`src/include/rpd_pkg.sv`:
```
// Constants and state types shared by the reactive power datapath.
package rpd_pkg;
   // ----------------------------------------------------------------
   // Register word indices; the byte address is four times the index.
   // ----------------------------------------------------------------
   localparam logic [9:0] IDX_WAVE_SRC = 10'h00d;
   localparam logic [9:0] IDX_NL_SEL = 10'h00e;
   localparam logic [9:0] IDX_ACC_MODE = 10'h00f;
   localparam logic [9:0] IDX_IRQ_EN_LOW = 10'h0d9;
   localparam logic [9:0] IDX_IRQ_EN_HIGH = 10'h0db;
   localparam logic [9:0] IDX_IRQ_ST_LOW = 10'h0dc;
   localparam logic [9:0] IDX_IRQ_ST_HIGH = 10'h0de;
   localparam logic [9:0] IDX_LINE_CYCLE_COUNT = 10'h0e0;
   localparam logic [9:0] IDX_REACTIVE_GAIN = 10'h0e1;
   localparam logic [9:0] IDX_REACTIVE_OFFSET = 10'h0e2;
   localparam logic [9:0] IDX_WAVE_SAMPLE = 10'h0e3;
   localparam logic [9:0] IDX_LINE_ENERGY = 10'h0e4;
   // ----------------------------------------------------------------
   // Field positions.
   // ----------------------------------------------------------------
   localparam int BIT_SIGN_CHANGE = 0;
   localparam int BIT_NO_LOAD = 1;
   localparam int BIT_CYCLE_END = 0;
   localparam int BIT_WAVE_READY = 1;
   localparam int BIT_WAVE_ENABLE = 2;
   localparam int BIT_SIGN_POLARITY = 0;
   localparam int BIT_INTEGRATOR = 7;
   localparam int POS_WAVE_RATE = 2;
   localparam logic [1:0] WAVE_SRC_REACTIVE = 2'h2;
   // ----------------------------------------------------------------
   // Reset values.
   // ----------------------------------------------------------------
   localparam logic [7:0] RST_BYTE = 8'h00;
   localparam logic [15:0] RST_LINE_CYCLE_COUNT = 16'h0000;
   localparam logic [11:0] RST_GAIN = 12'h000;
   localparam logic [15:0] RST_OFFSET = 16'h0000;
   // ----------------------------------------------------------------
   // Filter shifts and no-load thresholds in parts per million.
   // ----------------------------------------------------------------
   localparam int PHASE_SHIFT_K = 6;
   localparam int LPF_SHIFT_K = 4;
   localparam int GAIN_FRAC_BITS = 12;
   localparam int OFFSET_FRAC_BITS = 8;
   localparam int FULL_SCALE = 2 ** 23;
   localparam int NL_PPM_1 = 150;
   localparam int NL_PPM_2 = 75;
   localparam int NL_PPM_3 = 37;
   localparam logic [23:0] NL_THR_1 = 24'(FULL_SCALE / 1000000 * 0 + (FULL_SCALE / 1000) * NL_PPM_1 / 1000);
   localparam logic [23:0] NL_THR_2 = 24'((FULL_SCALE / 1000) * NL_PPM_2 / 1000);
   localparam logic [23:0] NL_THR_3 = 24'((FULL_SCALE / 1000) * NL_PPM_3 / 1000);

   typedef enum logic [1:0] {RPD_LC_IDLE, RPD_LC_ARM, RPD_LC_RUN} rpd_lc_state_t;

   typedef struct packed {
      logic [7:0] wave_src;
      logic [7:0] nl_sel;
      logic [7:0] acc_mode;
      logic [7:0] en_low;
      logic [7:0] en_high;
      logic [1:0] st_low;
      logic [1:0] st_high;
      logic [15:0] line_cycle_count;
      logic [11:0] reactive_gain;
      logic [15:0] reactive_offset;
      logic signed [31:0] shift_acc;
      logic signed [31:0] lpf_acc;
      logic signed [23:0] power;
      logic power_valid;
      logic prev_psign;
      logic prev_vsign;
      logic [2:0] dec_cnt;
      logic signed [23:0] wave_data;
      logic wave_valid;
      rpd_lc_state_t lc_state;
      logic [15:0] half_cnt;
      logic signed [31:0] lc_acc;
      logic signed [31:0] lc_result;
      logic [9:0] bus_idx;
      logic bus_wr;
      logic [31:0] rdata;
   } rpd_state_t;
endpackage

```
`src/design/rpd_top.sv`:
```
// Reactive power datapath with AHB-Lite register slave and interrupt.
//
// Implementation choice: the AHB-Lite slave port.
`timescale 1ns/1ns
`default_nettype none

module rpd_top (
   // Clock and reset
   input wire logic clk_sys_in,
   input wire logic rstn_in,
   // AHB-Lite slave
   input wire logic hsel_in,
   input wire logic [31:0] haddr_in,
   input wire logic [1:0] htrans_in,
   input wire logic hwrite_in,
   input wire logic [2:0] hsize_in,
   input wire logic [31:0] hwdata_in,
   input wire logic hready_in,
   output logic [31:0] hrdata_out,
   output logic hreadyout_out,
   output logic hresp_out,
   // Digitised channels
   input wire logic sample_valid_in,
   input wire logic signed [23:0] voltage_sample_in,
   input wire logic signed [23:0] current_sample_in,
   // Results
   output logic signed [23:0] waveform_sample_out,
   output logic waveform_valid_out,
   output logic irq_out
);
   import rpd_pkg::*;

   // ----------------------------------------------------------------
   // Helpers
   // ----------------------------------------------------------------
   function automatic logic signed [23:0] sat24(input logic signed [39:0] x);
      logic signed [39:0] hi;
      logic signed [39:0] lo;
      hi = 40'sh00_007f_ffff;
      lo = -40'sh00_0080_0000;
      if (x > hi) begin
         sat24 = 24'sh7f_ffff;
      end else if (x < lo) begin
         sat24 = -24'sh80_0000;
      end else begin
         sat24 = x[23:0];
      end
   endfunction

   function automatic logic [31:0] byte_word(input logic [7:0] b);
      byte_word = {24'h00_0000, b};
   endfunction

   rpd_state_t s_reg;
   rpd_state_t s_next;

   logic addr_phase;
   logic signed [31:0] cur_ext;
   logic signed [23:0] shifted;
   logic signed [47:0] product;
   logic signed [31:0] prod_ext;
   logic signed [23:0] power_raw;
   logic signed [36:0] gain_prod;
   logic signed [23:0] gained;
   logic signed [32:0] fine;
   logic signed [23:0] power_new;
   logic [24:0] power_mag;
   logic [23:0] nl_thr;
   logic no_load;
   logic new_psign;
   logic vsign;
   logic zero_cross;
   logic [2:0] dec_mask;
   logic [15:0] half_inc;
   logic signed [31:0] lc_sum;

   assign addr_phase = hsel_in && htrans_in[1] && hready_in;

   // ----------------------------------------------------------------
   // Arithmetic chain on the registered filter state
   // ----------------------------------------------------------------
   always_comb begin
      cur_ext = 32'(current_sample_in);
      // A leaky integrator lags the line-frequency current by close to a quarter
      // period; negating it gives the lead. The magnitude droop is the price of
      // keeping this to one adder.
      if (s_reg.acc_mode[BIT_INTEGRATOR]) begin
         shifted = 24'(s_reg.shift_acc >>> PHASE_SHIFT_K);
      end else begin
         shifted = 24'(-(s_reg.shift_acc >>> PHASE_SHIFT_K));
      end
      product = voltage_sample_in * shifted;
      prod_ext = 32'(signed'(product[46:23]));
      power_raw = 24'(s_reg.lpf_acc >>> LPF_SHIFT_K);
      gain_prod = power_raw * (14'sd4096 + 14'(signed'(s_reg.reactive_gain)));
      gained = sat24(40'(gain_prod >>> GAIN_FRAC_BITS));
      fine = (33'(gained) <<< OFFSET_FRAC_BITS) + 33'(signed'(s_reg.reactive_offset));
      power_new = sat24(40'(fine >>> OFFSET_FRAC_BITS));
      power_mag = power_new[23] ? 25'(-26'(power_new)) : 25'(power_new);
      case (s_reg.nl_sel[1:0])
         2'b01: nl_thr = NL_THR_1;
         2'b10: nl_thr = NL_THR_2;
         2'b11: nl_thr = NL_THR_3;
         default: nl_thr = 24'h00_0000;
      endcase
      no_load = (s_reg.nl_sel[1:0] != 2'b00) && (power_mag < {1'b0, nl_thr});
      new_psign = power_new[23];
      vsign = voltage_sample_in[23];
      zero_cross = vsign != s_reg.prev_vsign;
      case (s_reg.wave_src[POS_WAVE_RATE +: 2])
         2'b00: dec_mask = 3'h0;
         2'b01: dec_mask = 3'h1;
         2'b10: dec_mask = 3'h3;
         default: dec_mask = 3'h7;
      endcase
      half_inc = s_reg.half_cnt + 16'h0001;
      lc_sum = no_load ? s_reg.lc_acc : s_reg.lc_acc + 32'(power_new);
   end

   // ----------------------------------------------------------------
   // Next-state logic
   // ----------------------------------------------------------------
   always_comb begin
      s_next = s_reg;
      s_next.wave_valid = 1'b0;
      s_next.power_valid = 1'b0;
      // Register writes land in the data phase.
      if (s_reg.bus_wr) begin
         s_next.bus_wr = 1'b0;
         case (s_reg.bus_idx)
            IDX_WAVE_SRC: s_next.wave_src = hwdata_in[7:0];
            IDX_NL_SEL: s_next.nl_sel = hwdata_in[7:0];
            IDX_ACC_MODE: s_next.acc_mode = hwdata_in[7:0];
            IDX_IRQ_EN_LOW: s_next.en_low = hwdata_in[7:0];
            IDX_IRQ_EN_HIGH: s_next.en_high = hwdata_in[7:0];
            IDX_LINE_CYCLE_COUNT: begin
               s_next.line_cycle_count = hwdata_in[15:0];
               s_next.lc_result = 32'sh0000_0000;
               s_next.lc_acc = 32'sh0000_0000;
               s_next.half_cnt = 16'h0000;
               s_next.lc_state = (hwdata_in[15:0] != 16'h0000) ? RPD_LC_ARM : RPD_LC_IDLE;
            end
            IDX_REACTIVE_GAIN: s_next.reactive_gain = hwdata_in[11:0];
            IDX_REACTIVE_OFFSET: s_next.reactive_offset = hwdata_in[15:0];
            default: ;
         endcase
      end
      // Reads are served from the address phase so the data is a flop.
      if (addr_phase) begin
         s_next.bus_idx = haddr_in[11:2];
         s_next.bus_wr = hwrite_in;
         s_next.rdata = 32'h0000_0000;
         if (!hwrite_in) begin
            case (haddr_in[11:2])
               IDX_WAVE_SRC: s_next.rdata = byte_word(s_reg.wave_src);
               IDX_NL_SEL: s_next.rdata = byte_word(s_reg.nl_sel);
               IDX_ACC_MODE: s_next.rdata = byte_word(s_reg.acc_mode);
               IDX_IRQ_EN_LOW: s_next.rdata = byte_word(s_reg.en_low);
               IDX_IRQ_EN_HIGH: s_next.rdata = byte_word(s_reg.en_high);
               IDX_IRQ_ST_LOW: begin
                  s_next.rdata = byte_word({6'h00, s_reg.st_low});
                  s_next.st_low = 2'b00;
               end
               IDX_IRQ_ST_HIGH: begin
                  s_next.rdata = byte_word({6'h00, s_reg.st_high});
                  s_next.st_high = 2'b00;
               end
               IDX_LINE_CYCLE_COUNT: s_next.rdata = {16'h0000, s_reg.line_cycle_count};
               IDX_REACTIVE_GAIN: s_next.rdata = {20'h0_0000, s_reg.reactive_gain};
               IDX_REACTIVE_OFFSET: s_next.rdata = {16'h0000, s_reg.reactive_offset};
               IDX_WAVE_SAMPLE: s_next.rdata = 32'(s_reg.wave_data);
               IDX_LINE_ENERGY: s_next.rdata = s_reg.lc_result;
               default: s_next.rdata = 32'h0000_0000;
            endcase
         end
      end
      // Filters advance once per channel sample; events are applied after the
      // read clear above so that an event in the clearing cycle survives.
      if (sample_valid_in) begin
         // Unit gain at DC: the sum settles near the input times two to the
         // shift, so a full-scale current stays inside the 32-bit accumulator.
         s_next.shift_acc = s_reg.shift_acc + cur_ext
            - (s_reg.shift_acc >>> PHASE_SHIFT_K);
         s_next.lpf_acc = s_reg.lpf_acc + prod_ext - (s_reg.lpf_acc >>> LPF_SHIFT_K);
         s_next.power = power_new;
         s_next.power_valid = 1'b1;
         s_next.prev_psign = new_psign;
         s_next.prev_vsign = vsign;
         if (!s_reg.acc_mode[BIT_SIGN_POLARITY] && !s_reg.prev_psign && new_psign) begin
            s_next.st_low[BIT_SIGN_CHANGE] = 1'b1;
         end
         if (s_reg.acc_mode[BIT_SIGN_POLARITY] && s_reg.prev_psign && !new_psign) begin
            s_next.st_low[BIT_SIGN_CHANGE] = 1'b1;
         end
         if (no_load) begin
            s_next.st_low[BIT_NO_LOAD] = 1'b1;
         end
         // Waveform delivery at the decimated rate.
         s_next.dec_cnt = s_reg.dec_cnt + 3'h1;
         if ((s_reg.wave_src[1:0] == WAVE_SRC_REACTIVE) && s_reg.en_high[BIT_WAVE_ENABLE]
               && ((s_reg.dec_cnt & dec_mask) == 3'h0)) begin
            s_next.wave_data = power_new;
            s_next.wave_valid = 1'b1;
            s_next.st_high[BIT_WAVE_READY] = 1'b1;
         end
         // Line-cycle accumulation; a pending count write takes precedence.
         if (!s_reg.bus_wr || (s_reg.bus_idx != IDX_LINE_CYCLE_COUNT)) begin
            case (s_reg.lc_state)
               RPD_LC_IDLE: ;
               RPD_LC_ARM: begin
                  if (zero_cross) begin
                     s_next.lc_state = RPD_LC_RUN;
                     s_next.lc_acc = 32'sh0000_0000;
                     s_next.half_cnt = 16'h0000;
                  end
               end
               RPD_LC_RUN: begin
                  s_next.lc_acc = lc_sum;
                  if (zero_cross) begin
                     s_next.half_cnt = half_inc;
                     if (half_inc == s_reg.line_cycle_count) begin
                        s_next.lc_result = lc_sum;
                        s_next.lc_acc = 32'sh0000_0000;
                        s_next.half_cnt = 16'h0000;
                        s_next.st_high[BIT_CYCLE_END] = 1'b1;
                     end
                  end
               end
               default: s_next.lc_state = RPD_LC_IDLE;
            endcase
         end
      end
   end

   // ----------------------------------------------------------------
   // State register
   // ----------------------------------------------------------------
   always_ff @(posedge clk_sys_in) begin
      if (!rstn_in) begin
         s_reg.wave_src <= RST_BYTE;
         s_reg.nl_sel <= RST_BYTE;
         s_reg.acc_mode <= RST_BYTE;
         s_reg.en_low <= RST_BYTE;
         s_reg.en_high <= RST_BYTE;
         s_reg.st_low <= 2'b00;
         s_reg.st_high <= 2'b00;
         s_reg.line_cycle_count <= RST_LINE_CYCLE_COUNT;
         s_reg.reactive_gain <= RST_GAIN;
         s_reg.reactive_offset <= RST_OFFSET;
         s_reg.shift_acc <= 32'sh0000_0000;
         s_reg.lpf_acc <= 32'sh0000_0000;
         s_reg.power <= 24'sh00_0000;
         s_reg.power_valid <= 1'b0;
         s_reg.prev_psign <= 1'b0;
         s_reg.prev_vsign <= 1'b0;
         s_reg.dec_cnt <= 3'h0;
         s_reg.wave_data <= 24'sh00_0000;
         s_reg.wave_valid <= 1'b0;
         s_reg.lc_state <= RPD_LC_IDLE;
         s_reg.half_cnt <= 16'h0000;
         s_reg.lc_acc <= 32'sh0000_0000;
         s_reg.lc_result <= 32'sh0000_0000;
         s_reg.bus_idx <= 10'h000;
         s_reg.bus_wr <= 1'b0;
         s_reg.rdata <= 32'h0000_0000;
      end else begin
         s_reg <= s_next;
      end
   end

   // ----------------------------------------------------------------
   // Outputs
   // ----------------------------------------------------------------
   // The slave never stalls, so every transfer completes in one data phase.
   assign hreadyout_out = 1'b1;
   assign hresp_out = 1'b0;
   assign hrdata_out = s_reg.rdata;
   assign waveform_sample_out = s_reg.wave_data;
   assign waveform_valid_out = s_reg.wave_valid;
   assign irq_out = |(s_reg.st_low & s_reg.en_low[1:0])
      | |(s_reg.st_high & s_reg.en_high[1:0]);

endmodule

`default_nettype wire

```
`config.mk`:
```
export PLATFORM = sky130hd
export DESIGN_NAME = rpd_top
export DESIGN_NICKNAME = d
export VERILOG_FILES = /design/src/include/rpd_pkg.sv /design/src/design/rpd_top.sv
export SDC_FILE = /design/constraint.sdc
export NUM_CORES = 2
export LEC_CHECK = 0
export ABC_AREA = 1
export BUFFER_PORTS_ARGS = -buffer_cell sky130_fd_sc_hd__buf_2
export CORE_ASPECT_RATIO = 0.6
export CORE_MARGIN = 2
export CORE_UTILIZATION = 65
export CTS_CLUSTER_DIAMETER = 60
export CTS_CLUSTER_SIZE = 40
export DETAILED_ROUTE_END_ITERATION = 6
export GPL_TIMING_DRIVEN = 0
export PLACE_DENSITY = 0.83
export RECOVER_POWER = 100
export SYNTH_ARGS = -nofsm -noshare
export SYNTH_HDL_FRONTEND = slang
export SYNTH_SLANG_ARGS = --single-unit
```
`constraint.sdc`:
```
create_clock -name clk_sys_in -period 12.96 [get_ports clk_sys_in]
set_clock_uncertainty 0.15 [all_clocks]
set_input_delay 2.592 -clock clk_sys_in [delete_from_list [all_inputs] [get_ports clk_sys_in]]
set_output_delay 2.592 -clock clk_sys_in [all_outputs]
set_load 0.01 [all_outputs]
```
==> impl_metrics.yaml <==
status:
  status: "finished with violations"
  violations: "DRC, capacitance limit, slew limit"
clocking:
  insertion_delay_ns: 0.63
  cts.hold.buffers_added: 0
  cts.sinks: 307
  clock_path_buffers: 3
  cts_buffers: 20
  clkSlewWorstSetupHoldPaths_ns: 0.12
  cts_tree: "done"
  cts_root_buf: "clkbuf_16"
  cts.htree.levels: 1
cells_and_area:
  syn_to_final_growth_pct: 6.08
  nNetsFinal: 9036
  layout_commonest_cell: "inv_1"
  largest_register_ffs: 226
  most-common-layout-cells: "inv_1, nand2_1, fa_1"
  stdcell_count: 8740
  drive_above_1_share_pct: 5.50
worst_setup_path:
  reg2reg_from: "s_reg[218]"
  slowest_delay_ns: 0.62
  path_class: "reg2reg"
  worstPathArrival_ns: 12.83
  crit_fanout: 10
  crit_path_start_kind: "flip-flop"
  cp-end-kind: "flip-flop"
  crit_end: "s_reg[209]"
  crit_slowest_cell: "fa_1"
  reg2reg_to: "s_reg[209]"
  critical_path.startpoint: "s_reg[218]"
  reg2reg_slack_ns: 0.49
  path_common_cell: "fa_1"
  reg2regPathDepth: 46
  cp_data_required_time_ns: 13.31
sta:
  drv_slew: 6
  hold_viol: 0
  final.period_utilization_pct: 96.2
  hold_slack_ns: 0.317
  tightest_slew_ns: 1.57
  fmax_mhz: 80.2
  setup_viol: 0
  relSlewSlack_pct: -6.08
  finalCriticalPeriod_ns: 12.47
  setup_tns_ns: 0
synth:
  synth_seq_cells: 307
  yosysUniqueCellTypes: 58
  synth-async-reset-ratio_pct: 0
  synth_edf_count: 0
  syn_avg_cell_area_um2: 7.45
  yosys_warnings: 0
  synth_nets: 8888
  yosysTopAreaCellShare_pct: 34.1
  synth_flop_cell: "dfxtp_1"
  synth_top_area_cell: "fa_1"
  synth_area_um2: 55400
  ys_seq_area_share_pct: 11.1
  synth.area.top_cells: "fa_1, inv_1, dfxtp_1, nand2_1, ha_1"
  synthCells: 7438
floorplanning:
  fp.dieH_um: 230
  dieArea_um2: 87700
  rows: 82
  die_x_um: 381
  start_util_pct: 66.0
  io_pins: 183
  core_um2: 83900
routing:
  drt_iter0_drc: 7562
  viasPerCell: 5.87
  detail-route-antenna-nets: 0
  wl_per_cell_um: 21.7
  dr.pass1.iters: 7
  route.detailed.drc: 28
  wl_mm: 190
  num_vias: 51300
grt:
  antenna_found_initial: 8
  grt_max_degree: 37
  grt_pass1_vias: 49600
  grt_usage_pct: 43.9
  grt_pass1_wl_mm: 292
  grt-ovfl-total: 0
placement:
  dp.cells: 8693
  port-buffer-count: 120
  dp_hpwl_mm: 160
  gp_congestion: 1.11
worst_hold_path:
  hold_path_class: "reg2reg"
flow_run:
  max_cap_viol_count: 3
==> critical path, delay by kind of cell, from the launching register on <==
family                     cells  cell delay (ns)
buffers and inverters          7             1.24
and+or+nand+nor               10             2.08
AOI/OAI and AO/OA             17             3.56
adders and majority gates     10             4.63
xor gates and xnor gates       2             0.36
DFF                            1             0.34
==> stage by stage <==
step	util [%]	worst slack, ns	area (µm²)
2_1_floorplan	-	1.51	55400
3_3_place_gp	68.5	-1.44	57500
3_5_place_dp	68.5	-1.73	57500
4_1_cts	69.6	0.0208	58400
5_1_grt	70.0	-0.0769	58800
6_report	70.1	0.487	58800
==> routing by layer <==
layer  track usage, %  wire [µm]
met1             66.1      78800
met2             56.2      69700
met3             21.8      36800
met4             7.79       4120
met5             1.42        563
==> kinds of logic (layout without fill, tap and decap cells) <==
family	count (synthesis)	after routing	synth area share [%]
adders and majority gates	1327	1327	42.7
xor gates and xnor gates	210	210	3.32
buffers and inverters	2100	2262	14.8
and+or+nand+nor	2474	2474	17.9
other	2	8	0.0135
AOI/OAI and AO/OA	1018	1018	10.1
DFF	307	307	11.1
==> area by class of cell <==
class	count	area (µm²)
multi-input cells	5031	41300
well taps	1134	1420
plain buffers	345	1800
fillers	7056	25100
clock inverters	16	320
repair buffers	138	682
diodes	6	15.0
flip-flops and latches	307	6180
inverters	1743	6580
clock buffers	20	500
==> worst min path at each step <==
stage                     from         end  slack (ns)  cells past startpoint
CTS                 s_reg[330]  s_reg[330]        0.32                      2
global placement    s_reg[329]  s_reg[329]        0.29                      2
detailed placement  s_reg[330]  s_reg[330]        0.30                      2
finish              s_reg[330]  s_reg[330]        0.32                      2
global route         s_reg[71]   s_reg[71]        0.34                      2
floorplan           s_reg[329]  s_reg[329]        0.27                      2
==> synth_stat cells, types with 42 or more instances <==
| library cell | instances |
|---|---|
| fa_1 | 943 |
| nand3_1 | 207 |
| o21ai_0 | 297 |
| xor2_1 | 132 |
| clkbuf_1 | 231 |
| buf_1 | 42 |
| ha_1 | 384 |
| a21oi_1 | 504 |
| inv_1 | 1725 |
| buf_4 | 62 |
| xnor2_1 | 78 |
| nand2_1 | 1625 |
| nor2_1 | 488 |
| dfxtp_1 | 307 |
==> repair_timing <==
| action | CTS | global route |
|---|---|---|
| pin swaps | 1 | 5 |
| gates cloned | 0 | 0 |
| setup buffers | 2 | 11 |
| gates resized for setup | 77 | 189 |
| endpoints found under the setup margin | 75 | 77 |
Power is not shown: default switching activity piles up to over one toggle a cycle in this logic, so the estimate is an artifact.
